$ cat src/pkg/ring_regs.svh
// register offsets, field positions, reset values and timing counts of the ring role block
`ifndef RING_REGS_SVH
`define RING_REGS_SVH
`define RR_CTRL             8'h00
`define RR_PORTS            8'h04
`define RR_MAC_LO           8'h08
`define RR_MAC_HI           8'h0c
`define RR_MANUAL           8'h10
`define RR_STATUS           8'h14
`define RR_BLOCK            8'h18
`define RR_CTRL_RING_EN     0
`define RR_CTRL_MODE_LSB    1
`define RR_CTRL_OBS_EN      4
`define RR_CTRL_OBS_RESTART 5
`define RR_CTRL_STP_EN      6
`define RR_CTRL_SB_EN       8
`define RR_CTRL_SB_FORCE    9
`define RR_PORTS_A_LSB      0
`define RR_PORTS_B_LSB      8
`define RR_PORTS_SB_LSB     16
`define RR_ST_ROLE_LSB      0
`define RR_ST_NEGO_DONE     3
`define RR_ST_OBS_BLOCK     4
`define RR_ST_OBS_LATCHED   5
`define RR_ST_SB_MASTER     6
`define RR_ST_SB_PORT_EN    7
`define RR_CTRL_RST         10'h040
`define RR_PORT_A_RST       5'h00
`define RR_PORT_B_RST       5'h01
`define RR_PORT_SB_RST      5'h02
`define RR_CLK_KHZ          20000
`define RR_NEGO_MS          100
`define RR_NEGO_CYC         (`RR_NEGO_MS * `RR_CLK_KHZ)
`define RR_OBS_WIN_MS       500
`define RR_OBS_WIN_CYC      (`RR_OBS_WIN_MS * `RR_CLK_KHZ)
`define RR_OBS_ERR_LIMIT    5
`endif

$ cat src/pkg/ring_pkg.sv
// types and helpers of the ring role block
`default_nettype none
package ring_pkg;
  typedef enum logic [2:0] {
    mode_auto, mode_mrp_auto, mode_mrp_client, mode_propr_client, mode_propr_manager
  } ring_mode_t;
  typedef enum logic [2:0] {
    role_off, role_mrp_client, role_mrp_manager, role_propr_client, role_propr_manager
  } ring_role_t;
  typedef logic [47:0] mac_t;

  // first transmitted octet sits in bits 47:40, so plain unsigned compare
  function automatic logic mac_below(input mac_t a, input mac_t b);
    return a < b;
  endfunction : mac_below

  function automatic logic is_propr(input ring_role_t r);
    return (r == role_propr_client) || (r == role_propr_manager);
  endfunction : is_propr

  function automatic logic is_manager(input ring_role_t r);
    return (r == role_mrp_manager) || (r == role_propr_manager);
  endfunction : is_manager
endpackage : ring_pkg
`default_nettype wire

$ cat src/pkg/ring_ctl_if.sv
// control carrier between the ring role top and its negotiator and observer
`timescale 1ns/1ps
`default_nettype none
interface ring_ctl_if;
  logic                ce;
  logic                nego_run;
  logic                nego_detect;
  ring_pkg::mac_t      own_mac;
  ring_pkg::ring_role_t nego_role;
  logic                nego_done;
  logic                obs_run;
  logic                obs_fault;
  logic                obs_restart;
  logic                obs_block;
  logic                obs_latched;
  logic                obs_msg;
  modport ctl  (output ce, nego_run, nego_detect, own_mac, obs_run, obs_fault, obs_restart,
                input nego_role, nego_done, obs_block, obs_latched, obs_msg);
  modport nego (input ce, nego_run, nego_detect, own_mac, output nego_role, nego_done);
  modport obs  (input ce, obs_run, obs_fault, obs_restart,
                output obs_block, obs_latched, obs_msg);
endinterface : ring_ctl_if
`default_nettype wire

$ cat src/rtl/ring_role_negotiator.sv
// lowest-address manager negotiation and proprietary manager detection
`timescale 1ns/1ps
`default_nettype none
`include "ring_regs.svh"
module ring_role_negotiator #(
  parameter int unsigned NEGO_CYC = `RR_NEGO_CYC
) (
  input  wire logic           clk_i,
  input  wire logic           rst_i,
  ring_ctl_if.nego            ctl,
  input  wire ring_pkg::mac_t peer_mac_i,
  input  wire logic           peer_vld_i,
  input  wire logic           mgr_seen_i
);
  logic [31:0] timer_q;
  logic        done_q;
  logic        lower_q;
  logic        mgr_q;

  always_ff @(posedge clk_i) begin
    if (rst_i) begin
      timer_q <= 32'h0000_0000;
      done_q  <= 1'b0;
    end else if (ctl.ce) begin
      if (!ctl.nego_run) begin
        timer_q <= 32'h0000_0000;
        done_q  <= 1'b0;
      end else if (!done_q) begin
        if (timer_q == 32'(NEGO_CYC - 1)) done_q <= 1'b1;
        else timer_q <= timer_q + 32'h0000_0001;
      end
    end
  end

  // a lower peer keeps demoting us even after the window closed
  always_ff @(posedge clk_i) begin
    if (rst_i) lower_q <= 1'b0;
    else if (ctl.ce) begin
      if (!ctl.nego_run) lower_q <= 1'b0;
      else if (peer_vld_i && ring_pkg::mac_below(peer_mac_i, ctl.own_mac)) lower_q <= 1'b1;
    end
  end

  always_ff @(posedge clk_i) begin
    if (rst_i) mgr_q <= 1'b0;
    else if (ctl.ce) begin
      if (!ctl.nego_run) mgr_q <= 1'b0;
      else if (ctl.nego_detect && mgr_seen_i) mgr_q <= 1'b1;
    end
  end

  assign ctl.nego_done = done_q;
  assign ctl.nego_role = !ctl.nego_run ? ring_pkg::role_off :
                         mgr_q         ? ring_pkg::role_propr_client :
                         !done_q       ? ring_pkg::role_off :
                         lower_q       ? ring_pkg::role_mrp_client :
                                         ring_pkg::role_mrp_manager;
endmodule : ring_role_negotiator
`default_nettype wire

$ cat src/rtl/ring_observer.sv
// ring observer: blocks a ring port on faults and latches after an error burst
`timescale 1ns/1ps
`default_nettype none
`include "ring_regs.svh"
module ring_observer #(
  parameter int unsigned WIN_CYC   = `RR_OBS_WIN_CYC,
  parameter int unsigned ERR_LIMIT = `RR_OBS_ERR_LIMIT
) (
  input  wire logic clk_i,
  input  wire logic rst_i,
  ring_ctl_if.obs   ctl
);
  logic        fault_q;
  logic [7:0]  err_q;
  logic [31:0] win_q;
  logic        latched_q;
  logic        msg_q;
  logic        new_err;

  assign new_err = ctl.obs_run && ctl.obs_fault && !fault_q;

  always_ff @(posedge clk_i) begin
    if (rst_i) fault_q <= 1'b0;
    else if (ctl.ce) fault_q <= ctl.obs_fault;
  end

  // errors count inside a sliding-free window that restarts when it empties
  always_ff @(posedge clk_i) begin
    if (rst_i) begin
      err_q <= 8'h00;
      win_q <= 32'h0000_0000;
    end else if (ctl.ce) begin
      if (ctl.obs_restart) begin
        err_q <= 8'h00;
        win_q <= 32'h0000_0000;
      end else if (new_err) begin
        if (err_q != 8'hff) err_q <= err_q + 8'h01;
      end else if (err_q != 8'h00) begin
        if (win_q == 32'(WIN_CYC - 1)) begin
          err_q <= 8'h00;
          win_q <= 32'h0000_0000;
        end else win_q <= win_q + 32'h0000_0001;
      end
    end
  end

  always_ff @(posedge clk_i) begin
    if (rst_i) begin
      latched_q <= 1'b0;
      msg_q     <= 1'b0;
    end else if (ctl.ce) begin
      msg_q <= 1'b0;
      if (new_err && !latched_q && (err_q + 8'h01 >= 8'(ERR_LIMIT))) begin
        latched_q <= 1'b1;
        msg_q     <= 1'b1;
      end else if (ctl.obs_restart) latched_q <= 1'b0;
    end
  end

  assign ctl.obs_block   = ctl.obs_run && (ctl.obs_fault || latched_q);
  assign ctl.obs_latched = latched_q;
  assign ctl.obs_msg     = msg_q;
endmodule : ring_observer
`default_nettype wire

$ cat src/rtl/ring_redundancy_role_control.sv
// ring redundancy role, ring port state, observer and standby control
//
// The address-and-strobe port and the register addresses were decided locally.
`timescale 1ns/1ps
`default_nettype none
`include "ring_regs.svh"
module ring_redundancy_role_control #(
  parameter int unsigned N_PORTS   = 24,
  parameter int unsigned NEGO_CYC  = `RR_NEGO_CYC,
  parameter int unsigned OBS_WIN   = `RR_OBS_WIN_CYC,
  parameter int unsigned ERR_LIMIT = `RR_OBS_ERR_LIMIT
) (
  input  wire logic                 ref_clk_i,
  input  wire logic                 sys_rst_i,
  input  wire logic                 ce_i,
  input  wire logic [7:0]           addr_i,
  input  wire logic [31:0]          wdata_i,
  input  wire logic                 we_i,
  input  wire logic                 re_i,
  output logic      [31:0]          rdata_o,
  input  wire logic                 mgr_seen_i,
  input  wire logic [47:0]          peer_mac_i,
  input  wire logic                 peer_mac_vld_i,
  input  wire logic                 obs_fault_i,
  input  wire logic                 factory_reset_i,
  input  wire logic                 variant_i,
  input  wire logic [47:0]          sb_partner_mac_i,
  input  wire logic                 sb_partner_force_i,
  input  wire logic                 sb_partner_fail_i,
  input  wire logic                 sb_link_ok_i,
  output logic      [N_PORTS-1:0]   port_block_o,
  output logic      [N_PORTS-1:0]   ring_port_mask_o,
  output logic      [2:0]           role_o,
  output logic                      stp_en_o,
  output logic                      sb_master_o,
  output logic                      sb_port_en_o,
  output logic                      err_led_o,
  output logic                      msg_o
);
  ring_ctl_if ctl ();

  logic [9:0]           ctrl_q;
  logic [4:0]           port_a_q;
  logic [4:0]           port_b_q;
  logic [4:0]           sb_sel_q;
  ring_pkg::mac_t       mac_q;
  logic [N_PORTS-1:0]   manual_q;
  logic                 restart_q;
  ring_pkg::ring_role_t role_q;
  ring_pkg::ring_role_t role_d;
  logic [N_PORTS-1:0]   block_q;
  logic [N_PORTS-1:0]   block_d;
  logic [N_PORTS-1:0]   mask_q;
  logic [N_PORTS-1:0]   mask_d;
  logic                 sb_master_q;
  logic                 sb_master_d;
  logic                 sb_port_q;
  logic                 sb_port_d;
  logic                 led_q;
  logic                 msg_q;
  logic [31:0]          rdata_q;
  logic [31:0]          rdata_d;
  logic                 ring_en;
  logic                 sb_active;
  ring_pkg::ring_mode_t mode;

  function automatic logic wr_hit(input logic [7:0] a, input logic [7:0] ofs);
    return (a == ofs);
  endfunction : wr_hit

  assign ring_en = ctrl_q[`RR_CTRL_RING_EN];
  assign mode    = ring_pkg::ring_mode_t'(ctrl_q[`RR_CTRL_MODE_LSB +: 3]);

  // control register; factory reset outranks a software write
  always_ff @(posedge ref_clk_i) begin
    if (sys_rst_i) begin
      ctrl_q <= `RR_CTRL_RST;
    end else if (ce_i) begin
      if (factory_reset_i) begin
        if (!variant_i) begin
          ctrl_q[`RR_CTRL_RING_EN] <= 1'b0;
          ctrl_q[`RR_CTRL_STP_EN]  <= 1'b1;
        end else begin
          ctrl_q[`RR_CTRL_RING_EN] <= 1'b1;
        end
      end else if (we_i && wr_hit(addr_i, `RR_CTRL)) begin
        ctrl_q <= wdata_i[9:0];
        ctrl_q[`RR_CTRL_OBS_RESTART] <= 1'b0;
        // bit 7 is reserved and reads zero whatever software writes
        ctrl_q[7] <= 1'b0;
      end
    end
  end

  // restart is a write-one pulse, not stored
  always_ff @(posedge ref_clk_i) begin
    if (sys_rst_i) begin
      restart_q <= 1'b0;
    end else if (ce_i) begin
      restart_q <= we_i && wr_hit(addr_i, `RR_CTRL) &&
                   wdata_i[`RR_CTRL_OBS_RESTART];
    end
  end

  always_ff @(posedge ref_clk_i) begin
    if (sys_rst_i) begin
      port_a_q <= `RR_PORT_A_RST;
      port_b_q <= `RR_PORT_B_RST;
      sb_sel_q <= `RR_PORT_SB_RST;
    end else if (ce_i) begin
      if (factory_reset_i) begin
        port_a_q <= `RR_PORT_A_RST;
        port_b_q <= `RR_PORT_B_RST;
        sb_sel_q <= `RR_PORT_SB_RST;
      end else if (we_i && wr_hit(addr_i, `RR_PORTS)) begin
        port_a_q <= wdata_i[`RR_PORTS_A_LSB +: 5];
        port_b_q <= wdata_i[`RR_PORTS_B_LSB +: 5];
        sb_sel_q <= wdata_i[`RR_PORTS_SB_LSB +: 5];
      end
    end
  end

  always_ff @(posedge ref_clk_i) begin
    if (sys_rst_i) begin
      mac_q <= 48'h0000_0000_0000;
    end else if (ce_i) begin
      if (we_i && wr_hit(addr_i, `RR_MAC_LO)) begin
        mac_q[31:0] <= wdata_i;
      end
      // only the low half of the upper word holds address bits
      if (we_i && wr_hit(addr_i, `RR_MAC_HI)) begin
        mac_q[47:32] <= wdata_i[15:0];
      end
    end
  end

  // manual states are kept but both ring ports override them in every role while the ring is enabled
  always_ff @(posedge ref_clk_i) begin
    if (sys_rst_i) begin
      manual_q <= '0;
    end else if (ce_i && we_i && wr_hit(addr_i, `RR_MANUAL)) begin
      manual_q <= wdata_i[N_PORTS-1:0];
    end
  end

  // negotiation runs only in the negotiating modes, detection only in automatic
  assign ctl.ce          = ce_i;
  assign ctl.nego_run    = ring_en && (mode == ring_pkg::mode_auto ||
                                       mode == ring_pkg::mode_mrp_auto);
  assign ctl.nego_detect = (mode == ring_pkg::mode_auto);
  assign ctl.own_mac     = mac_q;
  assign ctl.obs_run     = ring_en && ctrl_q[`RR_CTRL_OBS_EN] &&
                           ring_pkg::is_propr(role_q);
  assign ctl.obs_fault   = obs_fault_i;
  assign ctl.obs_restart = restart_q;

  ring_role_negotiator #(
    .NEGO_CYC (NEGO_CYC)
  ) u_nego (
    .clk_i      (ref_clk_i),
    .rst_i      (sys_rst_i),
    .ctl        (ctl.nego),
    .peer_mac_i (peer_mac_i),
    .peer_vld_i (peer_mac_vld_i),
    .mgr_seen_i (mgr_seen_i)
  );

  ring_observer #(
    .WIN_CYC   (OBS_WIN),
    .ERR_LIMIT (ERR_LIMIT)
  ) u_obs (
    .clk_i (ref_clk_i),
    .rst_i (sys_rst_i),
    .ctl   (ctl.obs)
  );

  always_comb begin
    role_d = ring_pkg::role_off;
    if (ring_en) begin
      unique case (mode)
        ring_pkg::mode_auto,
        ring_pkg::mode_mrp_auto:      role_d = ctl.nego_role;
        ring_pkg::mode_mrp_client:    role_d = ring_pkg::role_mrp_client;
        ring_pkg::mode_propr_client:  role_d = ring_pkg::role_propr_client;
        ring_pkg::mode_propr_manager: role_d = ring_pkg::role_propr_manager;
        default:                      role_d = ring_pkg::role_off;
      endcase
    end
  end

  always_ff @(posedge ref_clk_i) begin
    // registered so ports and standby act on one settled role each cycle
    if (sys_rst_i) begin
      role_q <= ring_pkg::role_off;
    end else if (ce_i) begin
      role_q <= role_d;
    end
  end

  // standby: forced side wins, otherwise the higher address
  assign sb_active = ctrl_q[`RR_CTRL_SB_EN] && ring_en && ring_pkg::is_propr(role_q);

  always_comb begin
    if (ctrl_q[`RR_CTRL_SB_FORCE] != sb_partner_force_i) begin
      sb_master_d = ctrl_q[`RR_CTRL_SB_FORCE];
    end else begin
      sb_master_d = ring_pkg::mac_below(sb_partner_mac_i, mac_q);
    end
    if (!sb_active) begin
      sb_master_d = 1'b0;
      sb_port_d   = 1'b0;
    end else if (sb_master_d) begin
      sb_port_d = sb_link_ok_i;
    end else begin
      sb_port_d = sb_partner_fail_i;
    end
  end

  always_ff @(posedge ref_clk_i) begin
    if (sys_rst_i) begin
      sb_master_q <= 1'b0;
    end else if (ce_i) begin
      sb_master_q <= sb_master_d;
    end
  end

  // the standby port moves on the same edge as the master flag, never ahead of it
  always_ff @(posedge ref_clk_i) begin
    if (sys_rst_i) begin
      sb_port_q <= 1'b0;
    end else if (ce_i) begin
      sb_port_q <= sb_port_d;
    end
  end

  // per-port blocking; the first ring port is the isolated one
  always_comb begin
    block_d = manual_q;
    mask_d  = '0;
    for (int p = 0; p < N_PORTS; p++) begin
      if (ring_en && (5'(p) == port_a_q)) begin
        mask_d[p]  = 1'b1;
        block_d[p] = ring_pkg::is_manager(role_q) || ctl.obs_block;
      end else if (ring_en && (5'(p) == port_b_q)) begin
        mask_d[p]  = 1'b1;
        block_d[p] = 1'b0;
      end else if (sb_active && (5'(p) == sb_sel_q)) begin
        block_d[p] = !sb_port_d;
      end
    end
  end

  always_ff @(posedge ref_clk_i) begin
    if (sys_rst_i) begin
      block_q <= '0;
    end else if (ce_i) begin
      block_q <= block_d;
    end
  end

  always_ff @(posedge ref_clk_i) begin
    if (sys_rst_i) begin
      mask_q <= '0;
    end else if (ce_i) begin
      mask_q <= mask_d;
    end
  end

  always_ff @(posedge ref_clk_i) begin
    if (sys_rst_i) begin
      led_q <= 1'b0;
    end else if (ce_i) begin
      led_q <= ctl.obs_latched;
    end
  end

  // both sit one flop behind the observer, so message and indication rise together
  always_ff @(posedge ref_clk_i) begin
    if (sys_rst_i) begin
      msg_q <= 1'b0;
    end else if (ce_i) begin
      msg_q <= ctl.obs_msg;
    end
  end

  always_comb begin
    rdata_d = 32'h0000_0000;
    unique case (addr_i)
      `RR_CTRL:   rdata_d[9:0] = ctrl_q;
      `RR_PORTS: begin
        rdata_d[`RR_PORTS_A_LSB +: 5]  = port_a_q;
        rdata_d[`RR_PORTS_B_LSB +: 5]  = port_b_q;
        rdata_d[`RR_PORTS_SB_LSB +: 5] = sb_sel_q;
      end
      `RR_MAC_LO: rdata_d = mac_q[31:0];
      `RR_MAC_HI: rdata_d[15:0] = mac_q[47:32];
      `RR_MANUAL: rdata_d[N_PORTS-1:0] = manual_q;
      `RR_STATUS: begin
        rdata_d[`RR_ST_ROLE_LSB +: 3]  = role_q;
        rdata_d[`RR_ST_NEGO_DONE]      = ctl.nego_done;
        rdata_d[`RR_ST_OBS_BLOCK]      = ctl.obs_block;
        rdata_d[`RR_ST_OBS_LATCHED]    = ctl.obs_latched;
        rdata_d[`RR_ST_SB_MASTER]      = sb_master_q;
        rdata_d[`RR_ST_SB_PORT_EN]     = sb_port_q;
      end
      `RR_BLOCK:  rdata_d[N_PORTS-1:0] = block_q;
      // unmapped addresses read zero so probing software sees no alias
      default:    rdata_d = 32'h0000_0000;
    endcase
  end

  // read data stand only in the cycle after the strobe
  always_ff @(posedge ref_clk_i) begin
    if (sys_rst_i) rdata_q <= 32'h0000_0000;
    else if (ce_i) rdata_q <= re_i ? rdata_d : 32'h0000_0000;
  end

  assign rdata_o          = rdata_q;
  assign port_block_o     = block_q;
  assign ring_port_mask_o = mask_q;
  assign role_o           = role_q;
  assign stp_en_o         = ctrl_q[`RR_CTRL_STP_EN];
  assign sb_master_o      = sb_master_q;
  assign sb_port_en_o     = sb_port_q;
  assign err_led_o        = led_q;
  assign msg_o            = msg_q;
endmodule : ring_redundancy_role_control
`default_nettype wire

$ cat config.mk
export PLATFORM = sky130hd
export DESIGN_NAME = ring_redundancy_role_control
export DESIGN_NICKNAME = d
export VERILOG_FILES = /design/src/pkg/ring_pkg.sv /design/src/pkg/ring_ctl_if.sv /design/src/rtl/ring_role_negotiator.sv /design/src/rtl/ring_observer.sv /design/src/rtl/ring_redundancy_role_control.sv
export VERILOG_INCLUDE_DIRS = /design/src /design/src/pkg
export SDC_FILE = /design/constraint.sdc
export NUM_CORES = 1
export LEC_CHECK = 0
export ABC_CLOCK_PERIOD_IN_PS = 7750
export BUFFER_PORTS_ARGS = -buffer_cell sky130_fd_sc_hd__buf_2
export CORE_ASPECT_RATIO = 1.5
export CORE_MARGIN = 10
export CORE_UTILIZATION = 60
export CTS_BUF_LIST = sky130_fd_sc_hd__clkbuf_4
export DETAILED_ROUTE_END_ITERATION = 16
export PLACE_DENSITY = 0.91
export SYNTH_ARGS = -nofsm -noshare
export SYNTH_HDL_FRONTEND = slang
export SYNTH_SLANG_ARGS = --single-unit
$ cat constraint.sdc
create_clock -name ref_clk_i -period 7.75 [get_ports ref_clk_i]
set_input_delay 1.1625 -clock ref_clk_i [delete_from_list [all_inputs] [get_ports ref_clk_i]]
set_output_delay 1.1625 -clock ref_clk_i [all_outputs]
set_load 0.1 [all_outputs]
==> run summary, run 1 <==
The run finished with clean final reports. Cell at the root of the clock tree: sky130_fd_sc_hd__clkbuf_4. The design draws 2.64 mW.

Counting the buffers created by CTS gives 57. Path type of the worst setup path: input pin to flop. The tools report the end-of-flow core utilization as 69.2%. For the largest voltage drop on the vdd net, the log shows 118 µV.

The worst setup path is launched from an input pin. The peak-usage layer in the global routing report is met2. In this run, distinct cell masters in the synthesized netlist total 64. Once the floorplan was initialized, standard cells occupied 60.6% of the core. The tools report the required arrival time at the worst endpoint as 8.40 ns. The tools report the element type at the critical path end as a flop. Summed over all nets, the switching power comes to 694 µW. Number of violations reported at the end of detailed-routing iteration 0: 1936. The library cells used most frequently in the layout, excluding fill and tap cells, are sky130_fd_sc_hd__nand2_1 (297), sky130_fd_sc_hd__dfxtp_1 (261), sky130_fd_sc_hd__buf_2 (234).

The power density over the cells works out to 162 mW/mm². For this run, the detailed router's first-pass iteration total came to 6. For the mapped cell area, the log shows 0.0143 mm². Row generation in the floorplan step produced 69 rows. The synthesis-to-finish area growth was 14.1%; the post-synthesis area per instance was 7.75 µm². The worst slew margin relative to its limit is 24.5%. Setup repair after global routing left no endpoint under its margin. Yosys mapped a number of flops with a built-in enable equal to 0.

The via count of the first global-routing pass is 14764, and the worst-case setup slack after placement is 3.48 ns. In this run, post-CTS repair resized a total of 0 instances. Buffers placed on the I/O ports in this run total 236. The number of buffers inserted to repair setup after CTS was 0; the final-layout worst hold slack was 0.452 ns. The max-slew violation count is 0, and the number of nets with antenna violations after routing is 0.

In the synthesized netlist the dominant register cell turns out to be sky130_fd_sc_hd__dfxtp_1. TritonCTS built the clock tree. For this block, the via count after detailed routing is 15222. The first global-routing pass estimated 76000 µm of wire.

The logs give 51.5% for the met2 global-route usage and 275 MHz for the maximum clock rate. The arrival time reported for the critical path endpoint came out at 4.29 ns. HPWL after detailed placement: 36800 µm. Clock-pin slew was measured on the worst setup and hold paths at 0.07 ns. After detailed routing, the number of vias per cell comes to 6.32. The logs give 3 for the number of buffers between clock root and the deepest sink and 5 for the number of antenna violations at the first check in global routing. The logs give 51.0% for the sequential power share and 0 for the overflow left after global routing. The die is 146 µm wide. For the final wirelength, the log shows 48600 µm. Across every metal layer, demand over resource in global routing totals 30.0%. In this run the vertical extent of the chip is 209 µm. The combinational share of power is 8.5%, and the count of final hold-check violations is 0. Summing the sequential cell areas from Yosys gives 36.6% of the chip area.

For this run, global-route usage on met3 was measured as 6.03%. After layout, the worst path uses 46.9% of the clock period. Setup violations remaining at the end of the flow were counted as 0. When the netlist entered floorplanning its net count stood at 2091. The worst hold path belongs to the class flop to flop. Across the run, the number of max-cap violations was 0.

The tree built by TritonCTS fans out to 261 sinks. At the end of routability-driven placement, the weighted congestion stood at 0.981. The post-detailed-route DRC marker count is 0.

Cell internal power was estimated by the tool at 1.95 mW. The synthesized design contains 261 register bits. The maximum net fanout on the critical path is 18. Leaving out fill and tap cells, the most frequent cell in the layout is sky130_fd_sc_hd__nand2_1.

The floorplan step defined a die boundary enclosing 0.0305 mm². After floorplanning, the core was sized to cover 0.0236 mm². Net switching is 26.2% of the power. The H-tree was split into 2 levels. The final critical delay including setup and external delays works out to 3.63 ns. Once routing completed, OpenROAD measured the worst setup slack at 4.12 ns.

For this run, asynchronously set or reset flops after synthesis account for 0%. The detail-routed net length per standard cell was 20.2 µm; the number of buffers inserted for hold repair after clock tree synthesis was 0. Setup total negative slack on the finished layout was measured at 0 ns. The tools report the clock group share of total power as 40.5%. The tools report the leakage component of the power as 6.20 nW.

At the later pin of the worst-skew pair, clock insertion delay measures 0.76 ns. Entering global routing, the biggest net connects 105 pins. Clock skew on the completed layout was measured at 0.0495 ns. Pin placement for this block handled 237 I/O pins. Counting every instance in the synthesized netlist gives 1843. Number of nets in the layout: 2299.

At the pin with the least slew margin, the transition time is 1.13 ns. The fraction of final layout cells sized beyond drive strength 1 was 17.7%; the synthesis warning total was 0. Global routing used 32.7% of the available met1 tracks.
path summary, 6_finish.rpt:
check,slack [ns],depth (start not counted),endpoint,from
max,4.12,10,sb_port_en_o,sb_partner_mac_i[26]
min,0.45,2,ctl.own_mac[23],ctl.own_mac[23]
max reg2reg,4.18,10,sb_port_en_o,ctl.own_mac[26]
min reg2reg,0.45,2,ctl.own_mac[23],ctl.own_mac[23]
critical path, stage by stage:
cell                       delay [ns]
sky130_fd_sc_hd__buf_2           0.10
sky130_fd_sc_hd__ha_1            0.31
sky130_fd_sc_hd__a21o_1          0.16
sky130_fd_sc_hd__a221o_1         0.33
sky130_fd_sc_hd__a221oi_1        0.60
sky130_fd_sc_hd__nor4_1          0.10
sky130_fd_sc_hd__o21ai_0         0.62
sky130_fd_sc_hd__a21bo_1         0.37
sky130_fd_sc_hd__nand2_4         0.24
sky130_fd_sc_hd__a41o_1          0.29
layout make-up:
| class | instances | area [µm²] |
|---|---|---|
| multi-input combinational | 1408 | 8400 |
| fill | 1871 | 7260 |
| sequential | 261 | 5230 |
| timing repair buffer | 249 | 1290 |
| clock buffer | 86 | 646 |
| tap | 319 | 399 |
| inverter | 74 | 278 |
| clock inverter | 8 | 60.1 |
| antenna | 5 | 12.5 |
kinds of logic after synthesis:
logic type | Yosys count | share of synthesized area (%)
adder cells (fa/ha/maj) | 99 | 8.67
AO/OA/AOI/OAI | 488 | 21.7
flip-flops | 261 | 36.6
buffers and inverters | 174 | 4.74
multiplexers | 11 | 0.771
AND/OR/NAND/NOR | 763 | 24.7
XOR/XNOR | 47 | 2.88
power by group through the flow:
| stage | clock (mW) | combinational (mW) | sequential [mW] |
|---|---|---|---|
| detailed placement | 0 | 0.219 | 1.38 |
| finish | 1.07 | 0.224 | 1.35 |
| floorplan | 0 | 0.114 | 1.40 |
| CTS | 1.07 | 0.220 | 1.35 |
| global placement | 0 | 0.213 | 1.38 |
| global route | 1.14 | 0.244 | 1.35 |
sequential cells by signal, indices dropped and copies added, names as in the netlist, 8 cells and up:
| name | count |
|---|---|
| ring_port_mask_o | 24 |
| ctrl_q | 8 |
| manual_q | 24 |
| u_obs.win_q | 32 |
| rdata_o | 32 |
| ctl.own_mac | 48 |
| port_block_o | 24 |
| u_nego.timer_q | 32 |
| u_obs.err_q | 8 |
stage by stage:
stage	area (µm²)	instances
finish	16300	2410
global route	16300	2409
CTS	16300	2405
detailed placement	15600	2311
global placement	15600	2311
floorplan	14300	1843
cells in the mapped netlist, drive strengths merged (3+ instances only):
| cell type | instances | area share (%) |
|---|---|---|
| and2 | 10 | 0.44 |
| inv | 74 | 1.9 |
| and4 | 13 | 0.80 |
| a221oi | 6 | 0.37 |
| a41oi | 3 | 0.18 |
| a22oi | 73 | 3.8 |
| or4 | 14 | 0.76 |
| a222oi | 9 | 0.63 |
| nand2 | 298 | 7.9 |
| xor2 | 36 | 2.2 |
| or3b | 4 | 0.25 |
| or2 | 8 | 0.35 |
| o211a | 4 | 0.28 |
| and3 | 20 | 0.88 |
| nand4 | 30 | 1.3 |
| or3 | 13 | 0.57 |
| o21a | 3 | 0.16 |
| nor3 | 36 | 1.3 |
| o211ai | 7 | 0.37 |
| a31oi | 18 | 0.79 |
| nor2 | 195 | 5.1 |
| buf | 26 | 0.85 |
| nor2b | 15 | 0.66 |
| o21ai | 61 | 2.4 |
| a32oi | 11 | 0.67 |
| clkbuf | 74 | 1.9 |
| o2111ai | 3 | 0.18 |
| a21oi | 197 | 6.9 |
| nor4 | 8 | 0.35 |
| a22o | 11 | 0.67 |
| a211oi | 17 | 0.89 |
| o32ai | 4 | 0.25 |
| o22ai | 30 | 1.3 |
| nor4b | 4 | 0.25 |
| ha | 99 | 8.7 |
| nand3 | 68 | 2.4 |
| mux2i | 11 | 0.77 |
| dfxtp | 261 | 37 |
| xnor2 | 11 | 0.67 |
| a21o | 20 | 1.1 |
| nand2b | 20 | 0.88 |
| a221o | 3 | 0.21 |
layer usage:
metal	part of all wire, %	vias up
met2	48	940
met1	36	7011
met5	0	-
met4	7.4	0
met3	8.6	236
li1	-	7035
No activity file was read; power rests on OpenSTA's default activity.
==> inputs of run 2 (changes only) <==
Settings changed: ABC_CLOCK_PERIOD_IN_PS 7750 to 3200, CORE_UTILIZATION 60 to 53, PLACE_DENSITY 0.91 to 0.86.
Clock period 7.75 ns to 3.2 ns, I/O delays scaled along.
==> run 2 against run 1 <==
Against the previous run:
- setup slack got worse by 4.0 ns
- routed wire length increased by 5.7%
- largest power group unchanged
- global-route usage decreased by 1.9 points
- combinational power increased to 2.6 times the previous value
- total power increased by 150%
- sequential power increased by 140%
- count of clock-buffer cells in the layout increased by 7
- worst hold slack got worse by 0.43 ns
==> run summary, run 2 (synthesis gave the netlist of run 1 again) <==
The flow ran to the end, and the final reports show no timing, DRC or antenna violations. The run gives 2348 as the number of nets in the layout. The die is 154 µm wide.

The worst-case IR drop observed on VDD is 294 µV. The max capacitance violation total was 0. The floorplan has 73 rows.

The via count of the first global-routing pass is 15219, and the depth of the CTS H-tree is 2. The tools report the clock group share of total power as 41.5%. The logs give 261 for the sink count of the clock tree and 0 ns for the accumulated negative setup slack. The number of vias after detailed routing was 15354; the clock insertion delay at the later pin of the skew report was 0.76 ns. The internal power of the cells totals 4.87 mW. The setup-violating endpoint count in the final report came out at 0.

In the layout the commonest cells are sky130_fd_sc_hd__nand2_1 (297), sky130_fd_sc_hd__dfxtp_1 (261), sky130_fd_sc_hd__buf_2 (234). The end-of-flow core utilization was 63.5%; the final non-filler cell total was 2492. The combinational share of power was 8.9%; the fraction of final layout cells sized beyond drive strength 1 was 18.9%. The arrival time reported for the critical path endpoint was 3.65 ns; the maximum number of pins on one net before global-route repair was 136. The path class of the tightest hold or removal check is input pin to flop.

For the count of final hold-check violations, the log shows 0. The required arrival time at the worst endpoint came out at 3.79 ns. Across all hold checks on the routed design, the worst slack comes to 0.0194 ns.

Along the worst path, the maximum fanout reaches 8. The tools report the number of buffers between clock root and the deepest sink as 3. For the pin with the worst max-slew slack, the measured transition is 0.856 ns. The die is 221 µm tall. Global routing consumed, over all layers together, 28.1% of the routing resources.

Dividing the detail-routed wire length by the instance count gives 20.6 µm. For the post-detailed-route DRC marker count, the log shows 0. In this run, the number of DRC markers left after iteration 0 of detailed routing was 1732. Of the available clock period, the critical path in the final layout requires 95.6%. The register with the most flip-flops in the layout has 48 of them. Across the routed clock network, the largest skew measured is 0.0499 ns.

Of the total power, the share spent switching nets is 26.1%. The synthesis-to-finish area growth works out to 18.2%. The number of input and output port buffers inserted works out to 236. The HPWL after detailed placement is 38600 µm, and the final critical delay including setup and external delays is 3.06 ns. The cell at the root of the clock tree is sky130_fd_sc_hd__clkbuf_4.

In this run the static leakage power is 6.50 nW. The maximum clock rate is 327 MHz. For the number of antenna violations at the first check in global routing, the log shows 5. Pin placement for this block handled 237 I/O pins.

Commonest non-fill, non-tap cell in the layout: sky130_fd_sc_hd__nand2_1. For the sequential power share, the log shows 49.6%. The worst setup path is launched from a flop.

In this run the remaining antenna-violating nets after routing total 0. The clock transition at the registers of the reported paths is 0.07 ns. In this run the standard cell core region covers 0.0266 mm². Including well taps, the total number of placed cells is 2353. The worst setup path is captured at a flop. The global placement routability congestion was 0.996; the starting density of the core was 53.8%.

Max-slew violation count: 0. The floorplan step defined a die boundary enclosing 0.0341 mm². In this run the tightest slew margin relative to its limit is 42.9%.

Setup repair after global routing left no endpoint under its margin. For this design the ratio of total power to cell area is 390 mW/mm². The tools report the TritonCTS buffer count as 59.

In the routed layout, each cell is associated on average with a via count of 6.16. Path type of the worst setup path: flop to flop. The routed design has 51300 µm of wire. The run gives 79300 µm as the wire length of the first global-routing pass. After global routing the overflow that remains totals 0.

TritonCTS built the clock tree. In this run the post-CTS setup repair buffer count came out at 0. For this design the total switching power over the nets is 1.72 mW. Fill cells in the final layout number 2254. The first TritonRoute pass finished after 6 iterations.
## run 2: power groups by stage
stage          registers (mW)  clock network (mW)  logic, mW
2_1_floorplan            3.39                   0      0.276
3_3_place_gp             3.34                   0      0.535
3_5_place_dp             3.34                   0      0.548
4_1_cts                  3.27                2.78      0.574
5_1_grt                  3.27                2.94      0.634
6_report                 3.27                2.74      0.587
## run 2: area by class of cell
class	count	area (µm²)	area share [%]
multi-input combinational	1408	8400	49.8
sequential	261	5230	30.9
timing repair buffer	296	1750	10.4
clock buffer	93	698	4.13
tap	337	422	2.50
inverter	74	278	1.64
clock inverter	16	95.1	0.563
antenna	7	17.5	0.104
## run 2: worst paths after layout
check / cells past startpoint / startpoint / slack (ns) / end
setup / recovery: 11 / ctl.own_mac[46] / 0.14 / port_block_o[8]
hold / removal: 3 / wdata_i[11] / 0.02 / ctl.own_mac[11]
setup reg to reg: 11 / ctl.own_mac[46] / 0.14 / port_block_o[8]
hold reg to reg: 2 / ctl.own_mac[22] / 0.46 / ctl.own_mac[22]
## run 2: timing repair
action	in CTS	in global routing
hold endpoints to repair	33	0
endpoints found under the setup margin	0	1
resized for setup	0	1
hold buffers	23	0
## run 2: through the flow
stage / setup slack [ns] / power [mW] / instance area (µm²)
floorplan: 0.295 / 3.66 / 14300
global placement: 0.0703 / 3.88 / 15800
detailed placement: 0.00560 / 3.89 / 15800
CTS: 0.173 / 6.62 / 16900
global route: 0.00810 / 6.84 / 16900
finish: 0.141 / 6.59 / 16900
## run 2: critical path: stages (launching register included)
cell and delay, ns:
sky130_fd_sc_hd__dfxtp_1 0.35, sky130_fd_sc_hd__inv_1 0.08, sky130_fd_sc_hd__ha_1 0.32, sky130_fd_sc_hd__nand4_1 0.13, sky130_fd_sc_hd__or3_1 0.43, sky130_fd_sc_hd__or4_4 0.56, sky130_fd_sc_hd__nor3b_2 0.19, sky130_fd_sc_hd__a21oi_1 0.12
sky130_fd_sc_hd__a21bo_2 0.33, sky130_fd_sc_hd__nand2_4 0.11, sky130_fd_sc_hd__buf_4 0.17, sky130_fd_sc_hd__o21ai_0 0.10
## run 2: layer usage
| metal | GRT usage, % | vias up | wire length, µm |
|---|---|---|---|
| met5 | 0 | - | 0 |
| met2 | 48.1 | 906 | 24700 |
| met1 | 30.1 | 7057 | 18400 |
| met4 | 18.0 | 0 | 3460 |
| met3 | 6.78 | 221 | 4740 |
| li1 | - | 7170 | - |
